### config.mk
export PLATFORM = sky130hd
export DESIGN_NAME = sowt_ctrl_flat
export DESIGN_NICKNAME = d
export VERILOG_FILES = /design/src/hdl/sowt_pkg.sv /design/src/hdl/sowt_link_if.sv /design/src/hdl/sowt_ctrl.sv /design/src/flat_wrapper.sv
export SDC_FILE = /design/constraint.sdc
export NUM_CORES = 1
export LEC_CHECK = 0
export BUFFER_PORTS_ARGS = -buffer_cell sky130_fd_sc_hd__buf_4
export CELL_PAD_IN_SITES_DETAIL_PLACEMENT = 0
export CELL_PAD_IN_SITES_GLOBAL_PLACEMENT = 1
export CORE_MARGIN = 10
export CORE_UTILIZATION = 33
export DETAILED_ROUTE_END_ITERATION = 10
export PLACE_DENSITY = 0.68
export REMOVE_ABC_BUFFERS = 1
export SYNTH_ARGS = -nofsm -noshare
export SYNTH_HDL_FRONTEND = slang
export SYNTH_SLANG_ARGS = --single-unit
export TNS_END_PERCENT = 20
### constraint.sdc
create_clock -name sys_clk_i -period 26 [get_ports sys_clk_i]
set_input_delay 1.3 -clock sys_clk_i [delete_from_list [all_inputs] [get_ports sys_clk_i]]
set_output_delay 1.3 -clock sys_clk_i [all_outputs]
set_load 0.01 [all_outputs]
### src/hdl/sowt_pkg.sv
// Shared constants, command codes and register map of the ODT and write-leveling timing pair
package sowt_pkg;

  // --------------------------------------------------------------
  // Clock and timing figures
  // --------------------------------------------------------------
  localparam int CLK_PS        = 25000;
  localparam int DODT_SUB      = 2;
  localparam int WR_START_STD  = 4;
  localparam int WR_START_BC4F = 2;
  localparam int ODTH8_PRE1    = 6;
  localparam int ODTH8_PRE2    = 7;
  localparam int ODTH4_PRE1    = 4;
  localparam int ODTH4_PRE2    = 5;
  localparam int WLMRD_CK      = 40;
  localparam int WLDQSEN_CK    = 25;
  localparam int WLO_PS        = 9500;
  localparam int WLOE_PS       = 2000;
  localparam int WLO_CYC       = (WLO_PS / CLK_PS) < 1 ? 1 : (WLO_PS / CLK_PS);
  localparam int WLOE_CYC      = (WLOE_PS / CLK_PS) < 1 ? 1 : (WLOE_PS / CLK_PS);
  localparam int FB_SLACK      = 6;
  localparam int CAL_MIN_CK    = 3;
  localparam int CAL_MIN_PS    = 3748;
  localparam int RD_PRE_EARLY  = 1;
  localparam int BURST_CK      = 4;
  localparam int PS_PER_NS     = 1000;

  // --------------------------------------------------------------
  // Link commands
  // --------------------------------------------------------------
  typedef enum logic [2:0] {
    CMD_NOP, CMD_WR_BL8, CMD_WR_BC4, CMD_RD, CMD_REF, CMD_WL_ON, CMD_WL_OFF, CMD_ODT
  } sowt_cmd_t;

  // --------------------------------------------------------------
  // Register map (Avalon word addresses) and fields
  // --------------------------------------------------------------
  localparam logic [1:0]  ADDR_CFG    = 2'h0;
  localparam logic [1:0]  ADDR_CMD    = 2'h1;
  localparam logic [1:0]  ADDR_STATUS = 2'h2;
  localparam logic [1:0]  ADDR_TIMING = 2'h3;
  localparam int CFG_CWL_LSB = 0;
  localparam int CFG_AL_LSB  = 5;
  localparam int CFG_PL_LSB  = 10;
  localparam int CFG_CL_LSB  = 14;
  localparam int CFG_BC4F    = 19;
  localparam int CFG_WPRE2   = 20;
  localparam int CFG_RPRE2   = 21;
  localparam int CFG_CAPAR   = 22;
  localparam int CFG_DLLOFF  = 23;
  localparam int CFG_GEAR    = 24;
  localparam int TIM_RFC_LSB = 0;
  localparam int TIM_CCD_LSB = 16;
  localparam int ST_BUSY     = 0;
  localparam int ST_FB       = 1;
  localparam int ST_GEARREF  = 2;
  localparam int ST_CAL_LSB  = 8;
  localparam int ST_RFC_LSB  = 16;
  localparam logic [31:0] CFG_RST = 32'h0002C009;
  localparam logic [31:0] TIM_RST = 32'h0005015E;

  // Cycles from picoseconds, rounded up
  function automatic int ru_cyc(input int ps, input int tck_ps);
    ru_cyc = (ps + tck_ps - 1) / tck_ps;
  endfunction : ru_cyc

endpackage : sowt_pkg

### src/hdl/sowt_link_if.sv
// Link between the memory controller end and the DRAM end
`timescale 1ns/100ps
interface sowt_link_if;
  logic       ck;
  logic       cmd_valid;
  logic [2:0] cmd;
  logic       odt;
  logic       dqs_oe_n;
  logic       dqs;
  logic       dq_fb;

  modport ctrl (output ck, output cmd_valid, output cmd, output odt, output dqs_oe_n,
                output dqs, input dq_fb);
  modport dram (input ck, input cmd_valid, input cmd, input odt, input dqs_oe_n,
                input dqs, output dq_fb);
endinterface : sowt_link_if

### src/hdl/sowt_ctrl.sv
// Controller end: Avalon-MM registers, CK divider and command sequencing
`timescale 1ns/100ps
module sowt_ctrl #(
  parameter int CK_HALF = 4
) (
  input  wire logic        sys_clk_i,
  input  wire logic        rst_n_i,
  sowt_link_if.ctrl        link,
  input  wire logic [1:0]  avs_address_i,
  input  wire logic        avs_read_i,
  input  wire logic        avs_write_i,
  input  wire logic [31:0] avs_writedata_i,
  output logic [31:0]      avs_readdata_o,
  output logic             avs_waitrequest_o
);

  localparam int TCK_PS  = 2 * CK_HALF * sowt_pkg::CLK_PS;
  // Feedback wait in system cycles: both synchronisers plus output delay and error
  localparam int FB_WAIT = sowt_pkg::FB_SLACK + sowt_pkg::WLO_CYC + sowt_pkg::WLOE_CYC;

  typedef enum {ST_IDLE, ST_ISSUE, ST_ODT, ST_WAIT, ST_WL_EN, ST_WL_FB, ST_WL_EXIT} sowt_state_t;

  // --------------------------------------------------------------
  // CK divider, link changes on falling CK except the write-leveling strobe fall
  // --------------------------------------------------------------
  logic [7:0] div_cnt_reg;
  logic       ck_reg;
  logic       tick;

  assign tick = (div_cnt_reg == 8'(CK_HALF - 1)) & ck_reg;

  always_ff @(posedge sys_clk_i or negedge rst_n_i) begin
    if (!rst_n_i) begin
      div_cnt_reg <= 8'h00;
      ck_reg      <= 1'b0;
    end else if (div_cnt_reg == 8'(CK_HALF - 1)) begin
      div_cnt_reg <= 8'h00;
      ck_reg      <= ~ck_reg;
    end else begin
      div_cnt_reg <= div_cnt_reg + 8'h01;
    end
  end

  // --------------------------------------------------------------
  // Feedback synchroniser
  // --------------------------------------------------------------
  logic fb_s1_reg, fb_s2_reg;
  always_ff @(posedge sys_clk_i or negedge rst_n_i) begin
    if (!rst_n_i) begin
      fb_s1_reg <= 1'b0;
      fb_s2_reg <= 1'b0;
    end else begin
      fb_s1_reg <= link.dq_fb;
      fb_s2_reg <= fb_s1_reg;
    end
  end

  // --------------------------------------------------------------
  // Register fields and derived cycle counts
  // --------------------------------------------------------------
  logic [31:0] cfg_reg, tim_reg;
  logic [4:0]  cwl, al, cl;
  logic [3:0]  pl, ccdl, cal;
  logic [9:0]  rfc_ck;
  logic [2:0]  odth8, odth4;

  assign cwl  = cfg_reg[sowt_pkg::CFG_CWL_LSB +: 5];
  assign al   = cfg_reg[sowt_pkg::CFG_AL_LSB +: 5];
  assign pl   = cfg_reg[sowt_pkg::CFG_PL_LSB +: 4];
  assign cl   = cfg_reg[sowt_pkg::CFG_CL_LSB +: 5];
  assign ccdl = tim_reg[sowt_pkg::TIM_CCD_LSB +: 4];
  assign rfc_ck = 10'(sowt_pkg::ru_cyc(int'(tim_reg[sowt_pkg::TIM_RFC_LSB +: 12])
                                       * sowt_pkg::PS_PER_NS, TCK_PS))
                + ((cfg_reg[sowt_pkg::CFG_CAPAR] & cfg_reg[sowt_pkg::CFG_DLLOFF])
                   ? 10'(pl) : 10'h000);
  assign cal = (sowt_pkg::ru_cyc(sowt_pkg::CAL_MIN_PS, TCK_PS) > sowt_pkg::CAL_MIN_CK)
             ? 4'(sowt_pkg::ru_cyc(sowt_pkg::CAL_MIN_PS, TCK_PS)) : 4'(sowt_pkg::CAL_MIN_CK);
  assign odth8 = cfg_reg[sowt_pkg::CFG_WPRE2] ? 3'(sowt_pkg::ODTH8_PRE2)
                                              : 3'(sowt_pkg::ODTH8_PRE1);
  assign odth4 = cfg_reg[sowt_pkg::CFG_WPRE2] ? 3'(sowt_pkg::ODTH4_PRE2)
                                              : 3'(sowt_pkg::ODTH4_PRE1);

  // --------------------------------------------------------------
  // Avalon-MM slave
  // --------------------------------------------------------------
  sowt_state_t state_reg;
  logic        wait_reg, acc, commit, gear_ref_reg, fb_reg;
  logic [31:0] rd_mux;

  // Command writes stall while a sequence runs, so software cannot overrun it
  assign acc    = (avs_read_i | avs_write_i) & wait_reg
                & ~(avs_write_i & (avs_address_i == sowt_pkg::ADDR_CMD) & (state_reg != ST_IDLE));
  assign commit = avs_write_i & ~wait_reg;

  always_comb begin
    rd_mux = 32'h00000000;
    case (avs_address_i)
      sowt_pkg::ADDR_CFG:    rd_mux = cfg_reg;
      sowt_pkg::ADDR_TIMING: rd_mux = tim_reg;
      sowt_pkg::ADDR_STATUS: begin
        rd_mux[sowt_pkg::ST_BUSY]          = (state_reg != ST_IDLE);
        rd_mux[sowt_pkg::ST_FB]            = fb_reg;
        rd_mux[sowt_pkg::ST_GEARREF]       = gear_ref_reg;
        rd_mux[sowt_pkg::ST_CAL_LSB +: 4]  = cal;
        rd_mux[sowt_pkg::ST_RFC_LSB +: 10] = rfc_ck;
      end
      default: rd_mux = 32'h00000000;
    endcase
  end

  always_ff @(posedge sys_clk_i or negedge rst_n_i) begin
    if (!rst_n_i) begin
      wait_reg       <= 1'b1;
      avs_readdata_o <= 32'h00000000;
    end else begin
      wait_reg <= ~acc;
      if (acc) begin
        avs_readdata_o <= rd_mux;
      end
    end
  end
  assign avs_waitrequest_o = wait_reg;

  always_ff @(posedge sys_clk_i or negedge rst_n_i) begin
    if (!rst_n_i) begin
      cfg_reg      <= sowt_pkg::CFG_RST;
      tim_reg      <= sowt_pkg::TIM_RST;
      gear_ref_reg <= 1'b0;
    end else if (commit) begin
      if (avs_address_i == sowt_pkg::ADDR_CFG) begin
        cfg_reg <= avs_writedata_i;
        cfg_reg[sowt_pkg::CFG_GEAR] <= 1'b0;
        if (avs_writedata_i[sowt_pkg::CFG_GEAR]) begin
          gear_ref_reg <= 1'b1;
        end
      end else if (avs_address_i == sowt_pkg::ADDR_TIMING) begin
        tim_reg <= avs_writedata_i;
      end else if (avs_address_i == sowt_pkg::ADDR_STATUS &&
                   avs_writedata_i[sowt_pkg::ST_GEARREF]) begin
        gear_ref_reg <= 1'b0;
      end
    end
  end

  // --------------------------------------------------------------
  // Command sequencer
  // --------------------------------------------------------------
  logic [2:0]  op_reg, cmd_reg;
  logic [9:0]  cnt_reg;
  logic [7:0]  fbw_reg;
  logic        cv_reg, odt_reg, oe_n_reg, dqs_reg;

  always_ff @(posedge sys_clk_i or negedge rst_n_i) begin
    if (!rst_n_i) begin
      state_reg <= ST_IDLE;
      op_reg    <= 3'h0;
      cmd_reg   <= 3'h0;
      cnt_reg   <= 10'h000;
      fbw_reg   <= 8'h00;
      cv_reg    <= 1'b0;
      odt_reg   <= 1'b0;
      oe_n_reg  <= 1'b1;
      dqs_reg   <= 1'b0;
      fb_reg    <= 1'b0;
    end else begin
      case (state_reg)
        ST_IDLE: begin
          if (commit && avs_address_i == sowt_pkg::ADDR_CMD) begin
            op_reg    <= avs_writedata_i[2:0];
            state_reg <= ST_ISSUE;
          end
        end
        ST_ISSUE: if (tick) begin
          cmd_reg <= op_reg;
          cv_reg  <= (op_reg != 3'(sowt_pkg::CMD_ODT)) & (op_reg != 3'(sowt_pkg::CMD_NOP))
                   & (op_reg != 3'(sowt_pkg::CMD_WL_OFF));
          case (op_reg)
            3'(sowt_pkg::CMD_WR_BL8): begin
              odt_reg   <= 1'b1;
              cnt_reg   <= 10'(odth8 - 3'h1);
              state_reg <= ST_ODT;
            end
            3'(sowt_pkg::CMD_WR_BC4), 3'(sowt_pkg::CMD_ODT): begin
              odt_reg   <= 1'b1;
              cnt_reg   <= 10'(odth4 - 3'h1);
              state_reg <= ST_ODT;
            end
            3'(sowt_pkg::CMD_WL_ON): begin
              cnt_reg   <= 10'h000;
              state_reg <= ST_WL_EN;
            end
            3'(sowt_pkg::CMD_REF): begin
              cnt_reg   <= rfc_ck;
              state_reg <= ST_WAIT;
            end
            3'(sowt_pkg::CMD_RD): begin
              cnt_reg   <= 10'(cl) + 10'(al) + 10'(pl) + 10'(sowt_pkg::BURST_CK);
              state_reg <= ST_WAIT;
            end
            default: state_reg <= ST_IDLE;
          endcase
        end
        ST_ODT: if (tick) begin
          cv_reg <= 1'b0;
          if (cnt_reg == 10'h000) begin
            odt_reg   <= 1'b0;
            cnt_reg   <= 10'(ccdl);
            state_reg <= ST_WAIT;
          end else begin
            cnt_reg <= cnt_reg - 10'h001;
          end
        end
        ST_WAIT: if (tick) begin
          cv_reg <= 1'b0;
          if (cnt_reg == 10'h000) begin
            state_reg <= ST_IDLE;
          end else begin
            cnt_reg <= cnt_reg - 10'h001;
          end
        end
        ST_WL_EN: if (tick) begin
          cv_reg  <= 1'b0;
          cnt_reg <= cnt_reg + 10'h001;
          if (cnt_reg + 10'h001 == 10'(sowt_pkg::WLDQSEN_CK)) begin
            oe_n_reg <= 1'b0;
          end
          if (cnt_reg + 10'h001 == 10'(sowt_pkg::WLMRD_CK)) begin
            dqs_reg   <= 1'b1;
            fbw_reg   <= 8'(FB_WAIT);
            state_reg <= ST_WL_FB;
          end
        end
        ST_WL_FB: begin
          if (fbw_reg == 8'h00) begin
            fb_reg    <= fb_s2_reg;
            dqs_reg   <= 1'b0;
            state_reg <= ST_WL_EXIT;
          end else begin
            fbw_reg <= fbw_reg - 8'h01;
          end
        end
        ST_WL_EXIT: if (tick) begin
          oe_n_reg  <= 1'b1;
          cmd_reg   <= 3'(sowt_pkg::CMD_WL_OFF);
          cv_reg    <= 1'b1;
          cnt_reg   <= 10'(ccdl);
          state_reg <= ST_WAIT;
        end
        default: state_reg <= ST_IDLE;
      endcase
    end
  end

  assign link.ck        = ck_reg;
  assign link.cmd_valid = cv_reg;
  assign link.cmd       = cmd_reg;
  assign link.odt       = odt_reg;
  assign link.dqs_oe_n  = oe_n_reg;
  assign link.dqs       = dqs_reg;

endmodule : sowt_ctrl

### src/flat_wrapper.sv
// flat-port wrapper written by rule: the top's interface ports become plain ports
module sowt_ctrl_flat 
#(
  parameter int CK_HALF = 4
)
  (sys_clk_i, rst_n_i, avs_address_i, avs_read_i, avs_write_i, avs_writedata_i, avs_readdata_o, avs_waitrequest_o, link_ck, link_cmd_valid, link_cmd, link_odt, link_dqs_oe_n, link_dqs, link_dq_fb);
  sowt_link_if link_i ();
  input  wire logic sys_clk_i;
  input  wire logic rst_n_i;
  input  wire logic [1:0] avs_address_i;
  input  wire logic avs_read_i;
  input  wire logic avs_write_i;
  input  wire logic [31:0] avs_writedata_i;
  output logic [31:0] avs_readdata_o;
  output logic avs_waitrequest_o;
  output wire logic [$bits(link_i.ck)-1:0] link_ck;
  output wire logic [$bits(link_i.cmd_valid)-1:0] link_cmd_valid;
  output wire logic [$bits(link_i.cmd)-1:0] link_cmd;
  output wire logic [$bits(link_i.odt)-1:0] link_odt;
  output wire logic [$bits(link_i.dqs_oe_n)-1:0] link_dqs_oe_n;
  output wire logic [$bits(link_i.dqs)-1:0] link_dqs;
  input wire logic [$bits(link_i.dq_fb)-1:0] link_dq_fb;
  assign link_ck = link_i.ck;
  assign link_cmd_valid = link_i.cmd_valid;
  assign link_cmd = link_i.cmd;
  assign link_odt = link_i.odt;
  assign link_dqs_oe_n = link_i.dqs_oe_n;
  assign link_dqs = link_i.dqs;
  assign link_i.dq_fb = link_dq_fb;
  sowt_ctrl #(.CK_HALF(CK_HALF)) u_core (.sys_clk_i(sys_clk_i), .rst_n_i(rst_n_i), .link(link_i), .avs_address_i(avs_address_i), .avs_read_i(avs_read_i), .avs_write_i(avs_write_i), .avs_writedata_i(avs_writedata_i), .avs_readdata_o(avs_readdata_o), .avs_waitrequest_o(avs_waitrequest_o));
endmodule
==> flow_metrics.py <==
metrics = {
    "sta": {
        "finClkSkew_ns": 0.0153,
        "setup_tns_ns": 0,
        "timing.fmax_ghz": 0.0873,
        "finalSetupViolCount": 0,
        "setup_slack_ns": 14.54,
        "rsz0062_at_grt": "false",
        "finalCriticalPeriod_ns": 11.46,
        "hold_violations": 0,
        "worst_pin_slew_ns": 0.868,
        "report.final.slew_viol_count": 0,
        "max-slew-margin-rel_pct": 42.0,
        "fin_crit_sh_pct": 44.1,
    },
    "floorplanning": {
        "die_area_um2": 46500,
        "die_x_um": 216,
        "start_util_pct": 33.5,
        "rows": 71,
        "io_pins": 80,
        "core_um2": 37800,
        "die_h_um": 216,
    },
    "cells_and_area": {
        "mostFrequentLayoutCells": "125 x dfrtp_1, 115 x nand2_1, 102 x nor2_1",
        "area_delta_synth_final_pct": 12.6,
        "layout_commonest_cell": "dfrtp_1",
        "finalNonFillerCells": 1964,
        "fill_cells": 3841,
        "multi_input_area_um2": 8490,
        "finalNetCount": 1595,
        "drive_gt1_share_pct": 18.3,
        "regArea_um2": 3520,
    },
    "yosys": {
        "synth_top_area_share_pct": 24.7,
        "synth_top_family_by_area": "compound AO/OA/AOI/OAI gates",
        "synth.area.mux_share_pct": 6.77,
        "ys_top_cells_by_area": "dfrtp_1 25%, ha_1 7.6%, fa_1 6.3%, mux2_2 6.1%, xnor2_1 4.0%",
        "async_flop_share_pct": 100,
        "synth_flop_cell": "dfrtp_1",
        "synth_fa_ha_area_share_pct": 14.0,
        "synth-xor-area-share_pct": 6.48,
        "yosysUniqueCellTypes": 106,
        "netlist_instances": 1396,
        "syn_avg_cell_area_um2": 9.06,
        "ys_warn_count": 0,
        "yosys.area.top_type": "dfrtp_1",
        "syn_area_um2": 12600,
        "synthSimpleGateAreaFrac_pct": 16.6,
        "synth_edf_count": 0,
        "synth-compound-area-share_pct": 23.3,
        "yosysSeqAreaShare_pct": 27.9,
        "ys_ff_latch": 140,
    },
    "clocking": {
        "cts_sinks": 140,
        "clockBufferDepth": 2,
        "cts_resized": 0,
        "clkLatencyLatePin_ns": 0.44,
        "cts_buffers": 17,
        "cts_setup_buffers": 0,
        "htreeDepth": 4,
        "clk_pin_slew_worst_paths_ns": 0.06,
        "ctsHoldBuffers": 0,
        "cts_root_buf": "clkbuf_16",
        "cts_tree": "built",
    },
    "worst_setup_path": {
        "crit_path_end_kind": "register",
        "crit_path_start": "u_core.tim_reg[1]",
        "crit_fanout": 10,
        "worstSetupPathType": "register to register",
        "critical_path_depth": 39,
        "critPathSlowestCell": "dfstp_2",
        "crit_buf_inv": 5,
        "cpPeakStageDelay_ns": 0.66,
        "regToRegSetupSlack_ns": 14.54,
        "worst_ep_required_time_ns": 26.33,
        "reg2reg_from": "u_core.tim_reg[1]",
        "start_kind": "register",
        "cp_top_family": "compound AO/OA/AOI/OAI gates",
        "worst_ep_arrival_time_ns": 11.78,
        "crit_top_cell": "fa_1",
        "rr_worst_depth": 39,
    },
    "global_route": {
        "track_usage_pct": 15.4,
        "grt-busiest-layer": "met2",
        "grt_pass1_wl_mm": 59.2,
        "grt_use_met1_pct": 21.4,
        "use_met2_pct": 24.4,
        "grt_max_degree": 78,
        "grt_pass1_vias": 10700,
        "gr-total-overflow": 0,
        "grtUsageMet3_pct": 2.56,
        "antenna_found_initial": 2,
    },
    "detailed_routing": {
        "via_per_inst": 5.49,
        "wl_per_cell_um": 18.5,
        "drcViolationCount": 0,
        "dr.pass1.iters": 5,
        "ant_nets": 0,
        "num_vias": 10800,
        "drt-total-wl_mm": 36.2,
        "drt_iter0_markers": 839,
    },
    "place": {
        "portBuffers": 79,
        "gp_congestion": 0.834,
        "dp_hpwl_mm": 28.1,
        "dp_slack_ns": 14.63,
        "place_inst": 1931,
    },
    "min_path": {
        "hold_path.class": "register to register",
        "hold_path_startpoint": "u_core.fb_s1_reg",
        "hold_depth": 0,
    },
    "outcome": {
        "outcome": "finished clean",
    },
    "flow_run": {
        "cap_violations": 0,
    },
}
Yosys cell counts, types with 15 or more instances:
master	instances
dfrtp_1	125
nand2_1	115
nor2_1	102
inv_1	96
ha_1	77
a21oi_1	70
mux2_2	68
o21ai_0	59
xnor2_1	58
clkbuf_1	45
nand3_1	42
o31ai_1	41
fa_1	40
nor3_1	29
a22oi_1	28
xor2_1	25
o211ai_1	21
and3_1	17
a21o_1	16
dfstp_2	15
nand2b_1	15
cell families after synthesis:
| family | Yosys count |
|---|---|
| simple gates | 414 |
| xor+xnor | 88 |
| fa+ha+maj | 117 |
| buf+inv | 160 |
| flops | 140 |
| compound gates | 400 |
| mux | 77 |
metrics by stage:
step	hold slack [ns]	utilization [%]	area, um2
6_report	0.360	37.7	14200
5_1_grt	0.376	37.7	14200
4_1_cts	0.359	37.7	14200
3_5_place_dp	0.344	36.2	13700
3_3_place_gp	0.336	36.2	13700
2_1_floorplan	0.331	-	12400
per-layer routing:
layer,vias to the layer above,share of wire [%]
li1,5198,-
met1,5306,49
met2,240,46
met3,35,4.1
met4,2,1.5
met5,-,0.019
cell type report:
cell class	count	area share, %
multi-input cells	1096	59.6
flip-flops and latches	140	24.8
repair buffers	87	4.62
well taps	511	4.49
clock buffers	17	2.99
inverters	97	2.58
clock inverters	15	0.914
diodes	1	0.0176
final timing paths:
check | endpoint
worst max-delay path | u_core.cnt_reg[4]
worst min-delay path | u_core.fb_s2_reg
worst max register to register | u_core.cnt_reg[4]
worst min register to register | u_core.fb_s2_reg
max in group asynchronous | u_core.cfg_reg[10]
min in group asynchronous | u_core.fbw_reg[5]
Power is left out: the tool's default activity adds up to more than one toggle a clock period on the data nets, which glitch-free logic cannot reach.
